===== config.mk =====
export PLATFORM = sky130hd
export DESIGN_NAME = low_power_rc_osc_watchdog_timer
export DESIGN_NICKNAME = d
export VERILOG_FILES = /design/src/rtl/wdt_pkg.sv /design/src/rtl/low_power_rc_osc_tick_gen.sv /design/src/rtl/wdt_scaler.sv /design/src/rtl/low_power_rc_osc_watchdog_timer.sv
export SDC_FILE = /design/constraint.sdc
export NUM_CORES = 1
export LEC_CHECK = 0
export ABC_CLOCK_PERIOD_IN_PS = 16300
export BUFFER_PORTS_ARGS = -buffer_cell sky130_fd_sc_hd__buf_2
export CORE_UTILIZATION = 40
export DETAILED_ROUTE_END_ITERATION = 6
export PLACE_DENSITY = 0.67
export SYNTH_ARGS = -nofsm -noshare
export SYNTH_HDL_FRONTEND = slang
export SYNTH_SLANG_ARGS = --single-unit

===== constraint.sdc =====
create_clock -name hclk -period 16.3 [get_ports hclk]
set_input_delay 1.63 -clock hclk [delete_from_list [all_inputs] [get_ports hclk]]
set_output_delay 1.63 -clock hclk [all_outputs]
set_load 0.02 [all_outputs]

===== src/rtl/wdt_pkg.sv =====
// Constants, field layout and types shared by the watchdog design files
package wdt_pkg;

   // --------------------
   // Register byte offsets
   // --------------------
   localparam logic [11:0] CFG_OFS  = 12'h000;
   localparam logic [11:0] RCTL_OFS = 12'h004;
   localparam logic [11:0] STAT_OFS = 12'h008;

   // --------------------
   // Configuration word fields
   // --------------------
   localparam int POST_LSB   = 0;
   localparam int PRE_BIT    = 4;
   localparam int EN_LSB     = 5;
   localparam int WINDOW_DISABLE_BIT_BIT = 7;
   localparam int WIN_LSB    = 8;
   localparam int CFG_W      = 10;
   localparam logic [CFG_W-1:0] CFG_RST = 10'h080;

   // --------------------
   // Reset control register fields
   // --------------------
   localparam int IDLE_BIT  = 2;
   localparam int SLEEP_BIT = 3;
   localparam int TO_BIT    = 4;
   localparam int SWEN_BIT  = 5;

   // --------------------
   // Status register fields
   // --------------------
   localparam int STAT_RUN_BIT  = 24;
   localparam int STAT_WIN_BIT  = 25;
   localparam int STAT_MODE_LSB = 28;

   // --------------------
   // Timing
   // --------------------
   localparam int unsigned CLK_HZ   = 25_000_000;
   localparam int unsigned LOW_POWER_RC_OSC_HZ  = 32_000;
   localparam int unsigned LOW_POWER_RC_OSC_DIV = CLK_HZ / LOW_POWER_RC_OSC_HZ;
   localparam int PRE_LOG_32  = 5;
   localparam int PRE_LOG_128 = 7;
   localparam int CNT_W       = 22;

   // --------------------
   // Enable field codes and power modes
   // --------------------
   localparam logic [1:0] EN_OFF    = 2'b00;
   localparam logic [1:0] EN_ACTIVE = 2'b01;
   localparam logic [1:0] EN_SOFT   = 2'b10;
   localparam logic [1:0] EN_HW     = 2'b11;

   typedef enum logic [1:0] {
      MODE_RUN   = 2'b00,
      MODE_SLEEP = 2'b01,
      MODE_IDLE  = 2'b10
   } pwr_mode_t;

endpackage


===== src/rtl/low_power_rc_osc_tick_gen.sv =====
// Low-power RC oscillator model: one-cycle tick at the nominal 32 kHz rate
module low_power_rc_osc_tick_gen #(
   parameter int unsigned DIV = 781
) (
   // Clock and reset
   input  wire logic hclk,
   input  wire logic hresetn,
   // Oscillator on, tick out
   input  wire logic osc_on,
   output logic      tick
);

   localparam int W = $clog2(DIV);

   logic [W-1:0] cnt_r;
   logic         tick_r;

   // Divider runs only while the oscillator is switched on
   always_ff @(posedge hclk or negedge hresetn) begin
      if (!hresetn) begin
         cnt_r  <= '0;
         tick_r <= 1'b0;
      end else if (!osc_on) begin
         cnt_r  <= '0;
         tick_r <= 1'b0;
      end else if (cnt_r == W'(DIV - 1)) begin
         cnt_r  <= '0;
         tick_r <= 1'b1;
      end else begin
         cnt_r  <= cnt_r + 1'b1;
         tick_r <= 1'b0;
      end
   end

   assign tick = tick_r;

endmodule


===== src/rtl/wdt_scaler.sv =====
// Prescaler, postscaler and window compare of the watchdog
module wdt_scaler #(
   parameter int CNT_W = 22
) (
   // Clock and reset
   input  wire logic             hclk,
   input  wire logic             hresetn,
   // Count control
   input  wire logic             tick,
   input  wire logic             clear,
   // Configuration
   input  wire logic             pre_sel,
   input  wire logic [3:0]       post_sel,
   input  wire logic [1:0]       win_sel,
   // Results
   output logic                  timeout,
   output logic                  win_open,
   output logic [CNT_W-1:0]      count
);

   logic [CNT_W-1:0] cnt_r;
   logic             timeout_r;
   logic [CNT_W:0]   per;
   logic [CNT_W:0]   thr;

   // Period in oscillator ticks: prescale times power-of-two postscale
   // select one means 128
   function automatic logic [CNT_W:0] period_f(input logic pre, input logic [3:0] post);
      int sh;
      sh = (pre ? wdt_pkg::PRE_LOG_128 : wdt_pkg::PRE_LOG_32) + int'(post);
      return (CNT_W+1)'(1) << sh;
   endfunction

   // Closed part of the period in eighths, from the window size
   function automatic logic [2:0] closed_eighths_f(input logic [1:0] w);
      case (w)
         2'b11:   return 3'd6;
         2'b10:   return 3'd5;
         2'b01:   return 3'd4;
         default: return 3'd2;
      endcase
   endfunction

   assign per = period_f(pre_sel, post_sel);
   assign thr = (CNT_W+1)'((per >> 3) * closed_eighths_f(win_sel));
   assign win_open = {1'b0, cnt_r} >= thr;

   always_ff @(posedge hclk or negedge hresetn) begin
      if (!hresetn) begin
         cnt_r     <= '0;
         timeout_r <= 1'b0;
      end else if (clear) begin
         cnt_r     <= '0;
         timeout_r <= 1'b0;
      end else if (tick && ({1'b0, cnt_r} == per - 1'b1)) begin
         cnt_r     <= '0;
         timeout_r <= 1'b1;
      end else begin
         cnt_r     <= tick ? cnt_r + 1'b1 : cnt_r;
         timeout_r <= 1'b0;
      end
   end

   assign timeout = timeout_r;
   assign count   = cnt_r;

endmodule


===== src/rtl/low_power_rc_osc_watchdog_timer.sv =====
// Watchdog timer top: AHB-Lite registers, enable, power modes and reset request
//
// How it works
// - Watchdog counts low-power RC ticks; oscillator is on while enabled.
// - Nominal 32 kHz clock is prescaled by 32 or 128.
// - Prescale select one gives divide by 128, zero gives 32.
// - Four-bit postscale field in low config bits further divides prescaler output.
// - Postscale code n gives ratio two to the n, up to 32768.
// - Device reset and completed clock switch clear all watchdog counts.
// - Entering Sleep or Idle clears all watchdog counts.
// - Leaving Sleep or Idle clears all watchdog counts.
// - Clear instruction in normal running clears counts; software must clear in time.
// - An enabled watchdog keeps counting in Sleep and Idle.
// - Time-out in Sleep or Idle wakes the core instead of resetting.
// - Sleep and idle flags stay set until software clears them.
// - Enable field 11 forces watchdog on; the soft enable bit cannot stop it.
// - Enable field 00 runs watchdog only while soft enable bit is set.
// - Field 01 runs in Run and Idle, stops in Sleep; field 10 follows soft enable.
// - Every device reset clears the soft enable bit.
// - Time-out sets timeout flag; only software clears it.
// - Window disable bit zero selects windowed clearing by window size.
// - Window size 11, 10, 01, 00 gives 25, 37.5, 50, 75 percent.
//
// The AHB-Lite register port and the address map were left to the implementer.
module low_power_rc_osc_watchdog_timer #(
   parameter int unsigned TICK_DIV = wdt_pkg::LOW_POWER_RC_OSC_DIV
) (
   // Clock and reset
   input  wire logic        hclk,
   input  wire logic        hresetn,
   // AHB-Lite slave
   input  wire logic        hsel,
   input  wire logic [31:0] haddr,
   input  wire logic [1:0]  htrans,
   input  wire logic        hwrite,
   input  wire logic [2:0]  hsize,
   input  wire logic [31:0] hwdata,
   input  wire logic        hready,
   output logic             hreadyout,
   output logic [31:0]      hrdata,
   output logic             hresp,
   // Core events
   input  wire logic        clear_watchdog_instr,
   input  wire logic        power_save_instr,
   input  wire logic        power_save_idle,
   input  wire logic        wake_event,
   input  wire logic        clock_switch_done,
   // Status to the system
   output logic             low_power_rc_osc_en,
   output logic             wdt_reset_req,
   output logic             wake_req,
   output logic [1:0]       power_mode
);

   // ----------------------------------------------------------------
   // Declarations
   // ----------------------------------------------------------------
   localparam int CW = wdt_pkg::CNT_W;

   logic [wdt_pkg::CFG_W-1:0] cfg_r;
   logic                      soft_enable_bit_r;
   logic                      timeout_flag_r;
   logic                      sleep_flag_r;
   logic                      idle_flag_r;
   wdt_pkg::pwr_mode_t        mode_r;
   wdt_pkg::pwr_mode_t        mode_nxt;
   logic                      osc_en_r;
   logic                      reset_req_r;
   logic                      wake_req_r;
   logic                      wr_pend_r;
   logic [11:0]               addr_r;
   logic [31:0]               hrdata_r;
   logic [31:0]               rdata_nxt;

   logic [3:0]  watchdog_postscale_select;
   logic        watchdog_prescale_select;
   logic [1:0]  hw_enable_field;
   logic        window_disable_bit;
   logic [1:0]  window_size_select;

   logic          addr_phase;
   logic          wr_cfg;
   logic          wr_rctl;
   logic          in_run;
   logic          running;
   logic          osc_tick;
   logic          timeout;
   logic          win_open;
   logic [CW-1:0] count;
   logic          ps_enter;
   logic          wake_go;
   logic          clr_ok;
   logic          bad_clr;
   logic          scaler_clear;

   // ----------------------------------------------------------------
   // Configuration fields
   // ----------------------------------------------------------------
   // postscale in low bits
   assign watchdog_postscale_select = cfg_r[wdt_pkg::POST_LSB +: 4];
   assign watchdog_prescale_select  = cfg_r[wdt_pkg::PRE_BIT];
   assign hw_enable_field           = cfg_r[wdt_pkg::EN_LSB +: 2];
   assign window_disable_bit        = cfg_r[wdt_pkg::WINDOW_DISABLE_BIT_BIT];
   assign window_size_select        = cfg_r[wdt_pkg::WIN_LSB +: 2];

   // ----------------------------------------------------------------
   // AHB-Lite slave, zero wait states
   // ----------------------------------------------------------------
   assign addr_phase = hsel && hready && htrans[1];
   assign wr_cfg     = wr_pend_r && (addr_r == wdt_pkg::CFG_OFS);
   assign wr_rctl    = wr_pend_r && (addr_r == wdt_pkg::RCTL_OFS);

   // Capture address phase of writes for the following data phase
   always_ff @(posedge hclk or negedge hresetn) begin
      if (!hresetn) begin
         wr_pend_r <= 1'b0;
         addr_r    <= '0;
      end else if (hready) begin
         wr_pend_r <= addr_phase && hwrite;
         addr_r    <= addr_phase ? haddr[11:0] : addr_r;
      end
   end

   // Read mux; unmapped offsets read zero
   always_comb begin
      rdata_nxt = '0;
      case (haddr[11:0])
         wdt_pkg::CFG_OFS: begin
            rdata_nxt[wdt_pkg::CFG_W-1:0] = cfg_r;
         end
         wdt_pkg::RCTL_OFS: begin
            rdata_nxt[wdt_pkg::SWEN_BIT]  = soft_enable_bit_r;
            rdata_nxt[wdt_pkg::TO_BIT]    = timeout_flag_r;
            rdata_nxt[wdt_pkg::SLEEP_BIT] = sleep_flag_r;
            rdata_nxt[wdt_pkg::IDLE_BIT]  = idle_flag_r;
         end
         wdt_pkg::STAT_OFS: begin
            rdata_nxt[CW-1:0]                    = count;
            rdata_nxt[wdt_pkg::STAT_RUN_BIT]     = running;
            rdata_nxt[wdt_pkg::STAT_WIN_BIT]     = win_open;
            rdata_nxt[wdt_pkg::STAT_MODE_LSB +: 2] = mode_r;
         end
         default: begin
            rdata_nxt = '0;
         end
      endcase
   end

   // Read data registered at the address phase, stands in the data phase
   always_ff @(posedge hclk or negedge hresetn) begin
      if (!hresetn) begin
         hrdata_r <= '0;
      end else if (addr_phase && !hwrite) begin
         hrdata_r <= rdata_nxt;
      end
   end

   assign hreadyout = 1'b1;
   assign hresp     = 1'b0;
   assign hrdata    = hrdata_r;

   // ----------------------------------------------------------------
   // Enable selection
   // ----------------------------------------------------------------
   assign in_run = (mode_r == wdt_pkg::MODE_RUN);

   always_comb begin
      case (hw_enable_field)
         wdt_pkg::EN_HW: running = 1'b1;
         wdt_pkg::EN_ACTIVE: running = (mode_r != wdt_pkg::MODE_SLEEP);
         wdt_pkg::EN_SOFT: running = soft_enable_bit_r;
         default: running = soft_enable_bit_r;
      endcase
   end

   always_ff @(posedge hclk or negedge hresetn) begin
      if (!hresetn) begin
         osc_en_r <= 1'b0;
      end else begin
         osc_en_r <= running;
      end
   end

   low_power_rc_osc_tick_gen #(
      .DIV (TICK_DIV)
   ) u_osc (
      .hclk    (hclk),
      .hresetn (hresetn),
      .osc_on  (osc_en_r),
      .tick    (osc_tick)
   );

   // ----------------------------------------------------------------
   // Count clearing events
   // ----------------------------------------------------------------
   assign ps_enter = power_save_instr && in_run;
   assign wake_go  = !in_run && (wake_event || timeout);
   assign clr_ok   = clear_watchdog_instr && in_run;
   assign bad_clr  = clr_ok && !window_disable_bit && !win_open;

   assign scaler_clear = !running || clock_switch_done || ps_enter || wake_go || clr_ok;

   wdt_scaler #(
      .CNT_W (CW)
   ) u_scaler (
      .hclk     (hclk),
      .hresetn  (hresetn),
      .tick     (osc_tick && running),
      .clear    (scaler_clear),
      .pre_sel  (watchdog_prescale_select),
      .post_sel (watchdog_postscale_select),
      .win_sel  (window_size_select),
      .timeout  (timeout),
      .win_open (win_open),
      .count    (count)
   );

   // ----------------------------------------------------------------
   // Power mode state machine
   // ----------------------------------------------------------------
   always_comb begin
      mode_nxt = mode_r;
      case (mode_r)
         wdt_pkg::MODE_RUN: begin
            if (ps_enter) begin
               mode_nxt = power_save_idle ? wdt_pkg::MODE_IDLE : wdt_pkg::MODE_SLEEP;
            end
         end
         wdt_pkg::MODE_SLEEP, wdt_pkg::MODE_IDLE: begin
            if (wake_go) begin
               mode_nxt = wdt_pkg::MODE_RUN;
            end
         end
         default: begin
            mode_nxt = wdt_pkg::MODE_RUN;
         end
      endcase
   end

   always_ff @(posedge hclk or negedge hresetn) begin
      if (!hresetn) begin
         mode_r <= wdt_pkg::MODE_RUN;
      end else begin
         mode_r <= mode_nxt;
      end
   end

   // ----------------------------------------------------------------
   // Reset control register
   // ----------------------------------------------------------------
   // reset clears soft enable
   always_ff @(posedge hclk or negedge hresetn) begin
      if (!hresetn) begin
         soft_enable_bit_r <= 1'b0;
      end else if (wr_rctl) begin
         soft_enable_bit_r <= hwdata[wdt_pkg::SWEN_BIT];
      end
   end

   always_ff @(posedge hclk or negedge hresetn) begin
      if (!hresetn) begin
         timeout_flag_r <= 1'b0;
      end else if (timeout || bad_clr) begin
         timeout_flag_r <= 1'b1;
      end else if (wr_rctl) begin
         timeout_flag_r <= hwdata[wdt_pkg::TO_BIT];
      end
   end

   always_ff @(posedge hclk or negedge hresetn) begin
      if (!hresetn) begin
         sleep_flag_r <= 1'b0;
         idle_flag_r  <= 1'b0;
      end else begin
         if (ps_enter && !power_save_idle) begin
            sleep_flag_r <= 1'b1;
         end else if (wr_rctl) begin
            sleep_flag_r <= hwdata[wdt_pkg::SLEEP_BIT];
         end
         if (ps_enter && power_save_idle) begin
            idle_flag_r <= 1'b1;
         end else if (wr_rctl) begin
            idle_flag_r <= hwdata[wdt_pkg::IDLE_BIT];
         end
      end
   end

   // Configuration word, written by software
   always_ff @(posedge hclk or negedge hresetn) begin
      if (!hresetn) begin
         cfg_r <= wdt_pkg::CFG_RST;
      end else if (wr_cfg) begin
         cfg_r <= hwdata[wdt_pkg::CFG_W-1:0];
      end
   end

   // ----------------------------------------------------------------
   // Outputs
   // ----------------------------------------------------------------
   // reset on run time-out or early clear
   always_ff @(posedge hclk or negedge hresetn) begin
      if (!hresetn) begin
         reset_req_r <= 1'b0;
         wake_req_r  <= 1'b0;
      end else begin
         reset_req_r <= (timeout && in_run) || bad_clr;
         wake_req_r  <= timeout && !in_run;
      end
   end

   assign low_power_rc_osc_en = osc_en_r;
   assign wdt_reset_req       = reset_req_r;
   assign wake_req            = wake_req_r;
   assign power_mode          = mode_r;

endmodule


==> impl_metrics.py, run 1 <==
metrics = {
    "status": {
        "status": "complete, no violations",
    },
    "worst_hold_path": {
        "holdCritPathClass": "flip-flop to flip-flop",
    },
    "layout": {
        "flow.area_growth_from_synthesis_pct": 10.3,
        "layout.cells.most_common": "dfrtp_1",
        "most-common-layout-cells": "91 x dfrtp_1, 87 x nor2_1, 63 x nand2_1",
        "n_fill_cell": 1695,
        "finish.instance_area_um2": 7890,
        "antennaDiodeCount": 0,
        "nets_finish": 1004,
        "fin_util": 0.454,
        "layout-drive-gt1-share": 0.143,
    },
    "sta": {
        "max_clock_freq_mhz": 154,
        "rsz0062_at_grt": "false",
        "post-route-min-period_ns": 6.49,
        "post_route_fraction_of_the_period_consumed_by_the_critical_path": 0.398,
        "setup_violations": 0,
        "hold_viol_final": 0,
        "slew_headroom": 0.348,
        "timing.setup.tns_ns": 0,
        "final_max_slew_viol_count": 0,
        "worst_clock_skew_ns": 0.00314,
        "worst_slew_pin_slew_ns": 0.974,
    },
    "synthesis": {
        "synth-edff-count": 0,
        "synth_async_sr_flop_share": 1.00,
        "yosysWarningCount": 0,
        "post_synthesis_sequential_area_ratio": 0.322,
        "yosysUniqueCellTypes": 68,
        "synth_seq_cells": 92,
        "avgSynthCellArea_um2": 8.88,
        "mappedNetlistArea_um2": 7150,
        "yosys_most_used_dff": "dfrtp_1",
        "post_synthesis_cell_count": 805,
    },
    "worst_setup_path": {
        "cp-startpoint": "cfg_r[1]$_DFFE_PN0P_",
        "critical_path_required_ns": 16.52,
        "critPathArrivalTime_ns": 6.72,
        "critical-path-max-stage-delay_ns": 0.64,
        "r2r_slack_ns": 9.81,
        "r2r-end": "timeout_flag_r$_DFFE_PN0P_",
        "critical_path.reg2reg.startpoint": "cfg_r[1]$_DFFE_PN0P_",
        "worst_setup_path_end_kind": "flip-flop",
        "crit_path_max_fanout": 15,
        "kind_of_critical_path": "flip-flop to flip-flop",
        "critical_path.slowest_cell": "nor2b_1",
        "timing.critical_path.cells": "ha_1 > nor2b_1 > nand3_1 > nor2_1 > fa_1 > ha_1 > a2111oi_0 > o21ai_0 > a21oi_1 > xor2_1 > ha_1 > nand4_1 > nor2_1 > nand2_1 > o31ai_1 > a21oi_1 > a21boi_0 > a211o_1 > a311o_1",
        "capturing_instance_or_port_of_the_critical_path": "timeout_flag_r$_DFFE_PN0P_",
        "cp-start-kind": "flip-flop",
        "worst_r2r_path_depth": 19,
        "critical-path-top-cell-by-count": "ha_1",
    },
    "drt": {
        "route.antenna.remaining_nets": 0,
        "avgRoutedWirePerCell_um": 15.7,
        "detail_route.iter0.violations": 499,
        "detailroute.via_count": 5891,
        "drtPass1Iterations": 5,
        "avgViaCountPerCell": 5.44,
        "drc": 0,
        "routed_wirelength_um": 17000,
    },
    "pwr": {
        "leakagePower_nw": 3.77,
        "p_seq_frac": 0.399,
        "pwr_density_cell_nw_per_um2": 82.6,
        "share_comb_of_total_power": 0.302,
        "p_int_w": 0.000424,
        "ir_drop_mv": 0.0734,
        "net_switching_fraction_of_the_power": 0.350,
        "p_clk_frac": 0.299,
        "net-switching-power_w": 0.000228,
    },
    "global_routing": {
        "track_usage": 0.198,
        "grt_max_degree": 70,
        "grt.overflow.total": 0,
        "grt_antenna_before_repair": 0,
        "first_global_vias": 5600,
        "grt_pass1_wl_um": 28600,
    },
    "die": {
        "core.rowCount": 48,
        "design.core.area_um2": 17400,
        "floorplan.die.width_um": 136,
        "floorplan.die_area_um2": 18400,
        "die_y_um": 136,
        "boundaryPins": 118,
        "initial_utilization": 0.412,
    },
    "place": {
        "final_wtd_congestion": 0.851,
        "dp_hpwl_um": 13000,
        "placed_cell_area_um2": 7610,
        "io_buffers": 63,
    },
    "cts": {
        "hold_buffers": 0,
        "cts-resized-gates": 0,
        "tritoncts.num_buffers": 9,
        "deepest_clock_path_buffer_count": 2,
        "cts.htree.levels": 3,
        "cts_setup_buffers": 0,
        "clk_root_buffer_cell": "clkbuf_16",
        "cts.sinks": 92,
        "cts_tree": "yes",
        "clk_pin_slew_worst_paths_ns": 0.06,
        "clk_lat_worst_skew_ns": 0.34,
    },
    "run": {
        "max_cap_violations": 0,
    },
}
## Yosys cell counts, drive strengths merged (3+ instances only)
cell type | instances | area (µm²)
o21bai | 3 | 22.5
nand3 | 28 | 145
nor4 | 14 | 93.8
nand3b | 5 | 37.5
mux2 | 20 | 225
xnor2 | 26 | 228
and4 | 3 | 26.3
dfrtp | 91 | 2280
and3 | 11 | 68.8
a211o | 3 | 26.3
o22ai | 4 | 25.0
or2 | 11 | 68.8
o31ai | 7 | 52.6
clkbuf | 21 | 78.8
fa | 19 | 380
o21a | 6 | 45.0
and2 | 5 | 31.3
or3 | 5 | 31.3
nand2b | 5 | 31.3
a21o | 17 | 128
nand4b | 3 | 26.3
inv | 52 | 195
o221ai | 3 | 26.3
a31oi | 3 | 18.8
nand2 | 63 | 236
mux2i | 12 | 120
o21ai | 38 | 190
nand4 | 18 | 113
xor2 | 34 | 305
ha | 53 | 663
a21oi | 40 | 200
nor2 | 88 | 333
nor3 | 15 | 75.1
buf | 24 | 150
a22o | 11 | 96.3
a21boi | 3 | 33.8
nor2b | 13 | 81.3
## worst min-delay path by stage
| stage | startpoint | cells after the start | end |
|---|---|---|---|
| final | hrdata[7]$_DFFE_PN0P_ | 2 | hrdata[7]$_DFFE_PN0P_ |
| after global routing | hrdata[1]$_DFFE_PN0P_ | 2 | hrdata[1]$_DFFE_PN0P_ |
| after CTS | hrdata[7]$_DFFE_PN0P_ | 2 | hrdata[7]$_DFFE_PN0P_ |
| after detailed placement | hrdata[7]$_DFFE_PN0P_ | 2 | hrdata[7]$_DFFE_PN0P_ |
| after global placement | hrdata[1]$_DFFE_PN0P_ | 2 | hrdata[1]$_DFFE_PN0P_ |
| after floorplan | addr_r[3]$_DFFE_PN0P_ | 2 | addr_r[3]$_DFFE_PN0P_ |
## kinds of logic (layout without fill, tap and decap cells)
group,Yosys count,count (layout),synth area share
other cells,2,16,0.00105
flops,92,92,0.322
fa+ha+maj,72,72,0.146
mux,32,32,0.0483
xor+xnor,60,60,0.0746
simple gates,292,292,0.202
compound gates,157,157,0.146
buf+inv,98,137,0.0599
## registers in the layout (all words and copies together) (netlist names)
name and flops:
addr_r 12, cfg_r 10, hrdata 26, idle_flag_r 1, low_power_rc_osc_en 1, power_mode 2
sleep_flag_r 1, soft_enable_bit_r 1, timeout_flag_r 1, u_osc.cnt_r 10, u_osc.tick 1, u_scaler.count 22
u_scaler.timeout 1, wake_req 1, wdt_reset_req 1, wr_pend_r 1
## layer usage
metal	up-vias	GRT usage	wire length (µm)
met2	160	0.313	7710
met4	0	0.0499	267
met1	2812	0.279	8080
li1	2896	-	-
met3	23	0.0329	927
met5	-	0	0
## layout make-up
cell class                      instances  area, µm²  area share
Clock inverter                          5       36.3     0.00460
Tap cell                              225        282      0.0357
Clock buffer                           11        243      0.0308
Inverter                               53        199      0.0252
Multi-Input combinational cell        629       4470       0.566
Timing Repair Buffer                   68        355      0.0451
Sequential cell                        92       2300       0.292
## power groups by stage
stage | combinational (W) | clock (W) | sequential, W
2_1_floorplan | 0.000149 | 0 | 0.000261
3_3_place_gp | 0.000193 | 0 | 0.000264
3_5_place_dp | 0.000196 | 0 | 0.000264
4_1_cts | 0.000196 | 0.000199 | 0.000260
5_1_grt | 0.000221 | 0.000209 | 0.000263
6_report | 0.000197 | 0.000195 | 0.000260
## per-stage QoR
stage | hold WS (ns) | setup WS (ns) | instances | total power (W)
global route | 0.496 | 9.27 | 1083 | 0.000693
global placement | 0.459 | 9.96 | 1067 | 0.000457
floorplan | 0.452 | 10.98 | 819 | 0.000410
finish | 0.476 | 9.81 | 1083 | 0.000652
CTS | 0.483 | 9.88 | 1083 | 0.000655
detailed placement | 0.468 | 9.92 | 1067 | 0.000460
## worst max-delay path, delay by kind of cell (launching register included)
kind                     cells  cell delay (ns)
AND/OR/NAND/NOR              6             1.53
AO/OA/AOI/OAI                8             2.56
XOR/XNOR                     1             0.18
adder cells (fa/ha/maj)      4             1.67
flip-flops                   1             0.42
(Power assumes the default switching activity.)
==> inputs of run 2 (changes only) <==
Settings changed: ABC_CLOCK_PERIOD_IN_PS 16300 to 5200, PLACE_DENSITY 0.67 to 0.69.
Clock period 16.3 ns to 5.2 ns, I/O delays scaled along.
==> run 2 against run 1 <==
  * Clock power grew to 3.4 times the previous value
  * The flow now finishes with violations (setup timing)
  * First-iteration DRC count shrank 2.8%
  * Sequential power grew to 3.1 times the previous value
  * Total power grew to 3.6 times the previous value
==> impl_metrics.py, run 2 (synthesis gave the netlist of run 1 again) <==
metrics = {
    "drt": {
        "detailroute.via_count": 6311,
        "drtPass1Iterations": 5,
        "detail_route.iter0.violations": 485,
        "drc": 0,
        "avgViaCountPerCell": 5.40,
        "route.antenna.remaining_nets": 0,
        "avgRoutedWirePerCell_um": 16.5,
        "routed_wirelength_um": 19300,
    },
    "worst_setup_path": {
        "timing.critical_path.cells": "ha_4 > buf_6 > nand3_4 > or3_4 > fa_1 > inv_2 > ha_4 > o21a_1 > o21ai_2 > a21oi_2 > nor2_2 > o21bai_1 > a21oi_1 > xor2_1 > ha_1 > nand4_1 > nor2_2 > nand2_2 > o31ai_2 > buf_4 > a21oi_2 > a21boi_4 > a211o_1 > a311o_1",
        "critPathArrivalTime_ns": 5.43,
        "cp-start-kind": "flip-flop",
        "kind_of_critical_path": "flip-flop to flip-flop",
        "cp-startpoint": "cfg_r[1]$_DFFE_PN0P_",
        "capturing_instance_or_port_of_the_critical_path": "timeout_flag_r$_DFFE_PN0P_",
        "critical_path.reg2reg.startpoint": "cfg_r[1]$_DFFE_PN0P_",
        "worst_r2r_path_depth": 24,
        "critical_path_required_ns": 5.42,
        "critical_path.slowest_cell": "fa_1",
        "critical-path-max-stage-delay_ns": 0.53,
        "crit_path_max_fanout": 5,
        "r2r-end": "timeout_flag_r$_DFFE_PN0P_",
        "worst_setup_path_end_kind": "flip-flop",
        "r2r_slack_ns": -0.01,
    },
    "global_routing": {
        "grt_antenna_before_repair": 0,
        "grt_max_degree": 81,
        "grt_pass1_wl_um": 30600,
        "track_usage": 0.214,
        "first_global_vias": 5966,
        "grt.overflow.total": 0,
    },
    "layout": {
        "flip_flop_count_of_the_largest_register_after_layout": 26,
        "n_fill_cell": 1611,
        "nets_finish": 1089,
        "layout-drive-gt1-share": 0.282,
        "most-common-layout-cells": "91 x dfrtp_1, 88 x buf_4, 75 x nor2_1",
        "antennaDiodeCount": 0,
        "finalNonFillerCells": 1168,
        "layout.cells.most_common": "dfrtp_1",
        "fin_util": 0.514,
        "total_area_of_multi_input_combinational_cells_um2": 4830,
        "final-seq-area_um2": 2300,
        "finish.instance_area_um2": 8920,
        "flow.area_growth_from_synthesis_pct": 24.8,
    },
    "die": {
        "initial_utilization": 0.412,
        "design.core.area_um2": 17400,
        "die_y_um": 136,
        "core.rowCount": 48,
        "boundaryPins": 118,
        "floorplan.die.width_um": 136,
        "floorplan.die_area_um2": 18400,
    },
    "sta": {
        "hold_viol_final": 0,
        "post_route_fraction_of_the_period_consumed_by_the_critical_path": 1.00,
        "post-route-min-period_ns": 5.21,
        "rsz0062_at_grt": "true",
        "finalWorstSetupSlack_ns": -0.0107,
        "final_max_slew_viol_count": 0,
        "slew_headroom": 0.257,
        "setup_violations": 1,
        "max_clock_freq_mhz": 192,
        "worst_slew_pin_slew_ns": 1.11,
        "worst_clock_skew_ns": 0.00905,
    },
    "cts": {
        "tritoncts.num_buffers": 9,
        "clk_lat_worst_skew_ns": 0.34,
        "cts_tree": "yes",
        "clk_pin_slew_worst_paths_ns": 0.07,
        "cts.htree.levels": 3,
        "hold_buffers": 0,
        "clk_root_buffer_cell": "clkbuf_16",
        "deepest_clock_path_buffer_count": 2,
        "cts.sinks": 92,
    },
    "worst_hold_path": {
        "holdCritPathClass": "input pin to asynchronous set/reset pin",
    },
    "pwr": {
        "ir_drop_mv": 0.198,
        "leakagePower_nw": 4.24,
        "pwr_density_cell_nw_per_um2": 265,
    },
    "status": {
        "violations_in_the_final_reports": "setup timing",
        "status": "finished, violations left",
    },
    "place": {
        "post-place-ws_ns": -0.358,
        "io_buffers": 63,
        "placed_cell_area_um2": 8170,
        "dp.cells": 1141,
        "final_wtd_congestion": 0.887,
        "dp_hpwl_um": 14300,
    },
    "run": {
        "max_cap_violations": 0,
    },
}
## run 2: cell count changes in the layout (fill, tap and decap cells not counted), sizes merged
cell	change
bufinv	+1
clkinvlp	-2
buf	+85
clkinv	+1
## run 2: area by class of cell
| cell class | instances | share of cell area |
|---|---|---|
| clock buffer | 11 | 0.0272 |
| clock inverter | 5 | 0.00673 |
| inverter | 53 | 0.0223 |
| multi-input combinational | 629 | 0.541 |
| sequential | 92 | 0.258 |
| tap | 225 | 0.0316 |
| timing repair buffer | 153 | 0.113 |
## run 2: where the power goes
| group | switching [W] | leakage [nW] | total [W] | internal [W] |
|---|---|---|---|---|
| combinational | 0.000493 | 2.88 | 0.000885 | 0.000391 |
| sequential | 0.0000453 | 1.22 | 0.000811 | 0.000766 |
| clock | 0.000281 | 0.146 | 0.000669 | 0.000388 |
| total | 0.000819 | 4.24 | 0.00236 | 0.00155 |
## run 2: timing repair
action                     CTS  global route
setup endpoints to repair    3             3
hold endpoints to repair     0             0
gates resized for setup     21            63
buffers inserted             2             9
pin swaps                   10            42
## run 2: how the worst min path moves through the flow
stage,to,slack (ns)
after floorplan,addr_r[0]$_DFFE_PN0P_,0.22
after global placement,u_osc.cnt_r[8]$_DFF_PN0_,0.37
after detailed placement,u_osc.cnt_r[3]$_DFF_PN0_,0.37
after CTS,u_osc.cnt_r[3]$_DFF_PN0_,0.01
final,u_osc.cnt_r[8]$_DFF_PN0_,0.007
after global routing,u_osc.cnt_r[8]$_DFF_PN0_,0.002
## run 2: critical path, delay by kind of cell, from the launching register on
family	cells	cell delay (ns)
AOI/OAI and AO/OA	10	1.78
xor gates and xnor gates	1	0.25
adders and majority gates	4	1.29
buffers and inverters	3	0.33
DFF	1	0.43
and+or+nand+nor	6	1.02
## run 2: per-layer routing
metal,track usage,share of wire,wire length [µm],vias up
met5,0,0,0,-
met4,0.0368,0.0089,171,0
met3,0.0247,0.041,783,16
met2,0.354,0.49,9520,150
met1,0.302,0.46,8820,3078
li1,-,-,-,3067
## run 2: per-stage QoR
stage,setup TNS (ns),hold WS (ns),power (W)
3_3_place_gp,-0.645,0.366,0.00157
4_1_cts,0,0.00969,0.00226
2_1_floorplan,0,0.224,0.00129
6_report,-0.0107,0.00653,0.00236
3_5_place_dp,-0.994,0.370,0.00158
5_1_grt,-0.421,0.00204,0.00249
==> inputs of run 3 (changes only) <==
Settings changed: ABC_AREA set to 1, CORE_UTILIZATION 40 to 34, PLACE_DENSITY 0.69 to 0.61.
==> run 3 against run 2 <==
  * First-iteration DRC count grew 19%
  * Setup slack gained 0.36 ns
  * Via count grew 14%
  * Cell count grew 23%
  * The flow now finishes without violations
  * Count of clock-buffer cells in the layout shrank 1
  * Worst hold slack gained 0.026 ns
  * Sequential share of layout area shrank 0.051 points
  * Global-route usage shrank 2.2 points
  * Synthesized cell count grew 31%
==> impl_metrics.py, run 3 <==
metrics = {
    "synthesis": {
        "synth_xor_area_frac": 0.0554,
        "synth_async_sr_flop_share": 1.00,
        "yosys_most_used_dff": "dfrtp_1",
        "synth-adder-area-share": 0.135,
        "mappedNetlistArea_um2": 7750,
        "post_synth_mux_area_share": 0.00581,
        "synth_seq_cells": 92,
        "yosysUniqueCellTypes": 52,
        "dominant_cell_type_by_area_after_synthesis": "dfrtp_1",
        "post_synthesis_sequential_area_ratio": 0.297,
        "synth-compound-area-share": 0.0980,
        "yosysWarningCount": 0,
        "avgSynthCellArea_um2": 7.33,
        "post_synth_main_area_contributors": "dfrtp_1 29%, nand2_1 13%, ha_1 8.6%, inv_1 6.7%, nor2_1 5.4%",
        "fraction_of_the_mapped_netlist_area_in_simple_logic_gates": 0.315,
        "synthMostInstantiatedCell": "nand2_1",
        "synth_top_cell_area_share": 0.294,
        "synth.cells.most_frequent": "263 x nand2_1, 139 x inv_1, 111 x nor2_1, 91 x dfrtp_1",
        "synth-edff-count": 0,
        "post_synthesis_cell_count": 1058,
        "dominant_combinational_cell_family_by_area_after_synthesis": "simple AND/OR/NAND/NOR gates",
    },
    "cts": {
        "deepest_clock_path_buffer_count": 2,
        "clk_pin_slew_worst_paths_ns": 0.07,
        "clk_root_buffer_cell": "clkbuf_16",
        "hold_buffers": 0,
        "cts.htree.levels": 3,
        "cts_tree": "yes",
        "tritoncts.num_buffers": 9,
        "clk_lat_worst_skew_ns": 0.35,
        "cts.sinks": 92,
    },
    "place": {
        "post-place-ws_ns": 0.0520,
        "io_buffers": 63,
        "dp_hpwl_um": 17400,
        "dp.cells": 1418,
        "final_wtd_congestion": 0.952,
        "placed_cell_area_um2": 8540,
    },
    "worst_setup_path": {
        "cp-startpoint": "cfg_r[1]$_DFFE_PN0P_",
        "critical-path-max-stage-delay_ns": 0.55,
        "kind_of_critical_path": "flip-flop to flip-flop",
        "worst_r2r_path_depth": 29,
        "worst_setup_path_end_kind": "flip-flop",
        "critical_path.reg2reg.startpoint": "cfg_r[1]$_DFFE_PN0P_",
        "critical-path-top-cell-by-count": "nand2_1",
        "critical_path_required_ns": 5.39,
        "r2r_slack_ns": 0.35,
        "r2r-end": "hrdata[25]$_DFFE_PN0P_",
        "cp-start-kind": "flip-flop",
        "critPathArrivalTime_ns": 5.05,
        "critical_path.slowest_cell": "fa_1",
        "crit_path_max_fanout": 10,
    },
    "sta": {
        "hold_viol_final": 0,
        "post_route_fraction_of_the_period_consumed_by_the_critical_path": 0.933,
        "setup_violations": 0,
        "timing.setup.tns_ns": 0,
        "slew_headroom": 0.346,
        "worst_slew_pin_slew_ns": 0.971,
        "post-route-min-period_ns": 4.85,
        "max_clock_freq_mhz": 206,
        "finalWorstSetupSlack_ns": 0.347,
        "worst_clock_skew_ns": 0.0113,
        "final_max_slew_viol_count": 0,
    },
    "global_routing": {
        "grt.overflow.total": 0,
        "grt_pass1_wl_um": 35700,
        "grtUsageMet3": 0.0224,
        "first_global_vias": 6818,
        "grt_antenna_before_repair": 0,
        "globalRoute.busiestLayer": "met2",
        "grt_util_met1": 0.286,
        "use_met2": 0.296,
        "track_usage": 0.192,
        "grt_max_degree": 75,
    },
    "die": {
        "floorplan.die.width_um": 153,
        "design.core.area_um2": 22100,
        "core.rowCount": 54,
        "floorplan.die_area_um2": 23400,
        "die_y_um": 153,
        "boundaryPins": 118,
        "initial_utilization": 0.351,
    },
    "layout": {
        "flip_flop_count_of_the_largest_register_after_layout": 26,
        "n_fill_cell": 2254,
        "total_area_of_multi_input_combinational_cells_um2": 4840,
        "final-seq-area_um2": 2300,
        "finish.instance_area_um2": 8940,
        "most-common-layout-cells": "263 x nand2_1, 138 x inv_1, 111 x nor2_1",
        "nets_finish": 1302,
        "finalNonFillerCells": 1435,
        "layout-drive-gt1-share": 0.150,
        "layout.cells.most_common": "nand2_1",
        "flow.area_growth_from_synthesis_pct": 15.4,
        "antennaDiodeCount": 0,
    },
    "run": {
        "max_cap_violations": 0,
    },
    "drt": {
        "avgViaCountPerCell": 5.03,
        "detailroute.via_count": 7216,
        "detail_route.iter0.violations": 577,
        "drtPass1Iterations": 5,
        "avgRoutedWirePerCell_um": 15.2,
        "routed_wirelength_um": 21800,
        "drc": 0,
        "route.antenna.remaining_nets": 0,
    },
    "pwr": {
        "pwr_density_cell_nw_per_um2": 295,
        "ir_drop_mv": 0.176,
        "leakagePower_nw": 4.66,
    },
    "status": {
        "status": "complete, no violations",
    },
    "worst_hold_path": {
        "holdCritPathClass": "input pin to asynchronous set/reset pin",
    },
}
## run 3: cell types whose count changed in the layout (fill, tap and decap cells not counted), moves of 10 or more
cell      delta
buf_4       -55
a21o_1      -14
mux2i_1     -12
mux2_2      -16
nand3_2     +13
inv_1       +87
nand3_1     +27
xnor2_1     -16
o21ai_0     +17
nor2b_1     -11
nor2_1      +36
o211ai_1    +10
nand2_1    +204
## run 3: worst max path at each step
stage	to	slack [ns]	cells past startpoint
after floorplan	timeout_flag_r$_DFFE_PN0P_	0.62	26
after global placement	timeout_flag_r$_DFFE_PN0P_	0.1	27
after detailed placement	hrdata[25]$_DFFE_PN0P_	0.05	28
after CTS	hrdata[25]$_DFFE_PN0P_	0.01	28
after global routing	timeout_flag_r$_DFFE_PN0P_	-0.01	28
final	hrdata[25]$_DFFE_PN0P_	0.35	29
## run 3: final cells by class
type | instances | share of cell area
multi-input combinational | 803 | 0.541
sequential | 92 | 0.258
inverter | 150 | 0.0633
timing repair buffer | 95 | 0.0624
tap | 280 | 0.0392
clock buffer | 10 | 0.0267
clock inverter | 5 | 0.00952
## run 3: worst max-delay path: cells and delay by family (launching register included)
family	cells	cell delay, ns
AND/OR/NAND/NOR	17	1.75
adder cells (fa/ha/maj)	4	1.47
AO/OA/AOI/OAI	4	0.71
flip-flops	1	0.43
buffers and inverters	4	0.35
## run 3: what timing repair did
| item | in CTS | in global routing |
|---|---|---|
| setup buffers | 0 | 2 |
| gates resized for setup | 0 | 17 |
| setup endpoints to repair | 0 | 3 |
## run 3: per-stage QoR
step                hold slack [ns]  utilization  power, W
finish                       0.0323        0.405   0.00264
global route                 0.0399        0.405   0.00282
CTS                          0.0300        0.401   0.00263
detailed placement            0.407        0.387   0.00190
global placement              0.408        0.387   0.00188
floorplan                     0.224            -   0.00159
## run 3: per-layer routing
metal	wire (µm)	share of wire
met1	10600	0.49
met2	9720	0.45
met3	1260	0.057
met4	250	0.011
met5	0	0
## run 3: cells by family (layout without fill, tap and decap cells)
kind of cell,after synthesis,count (layout)
and+or+nand+nor,531,531
other,2,16
muxes,4,4
AOI/OAI and AO/OA,131,131
adders and majority gates,72,72
xor gates and xnor gates,49,49
buffers and inverters,177,260
DFF,92,92
## run 3: where the power goes
part,leakage [nW],internal (W),switching (W)
Clock,0.155,0.000435,0.000289
Combinational,3.31,0.000367,0.000699
Sequential,1.20,0.000786,0.0000621
Total,4.66,0.00159,0.00105
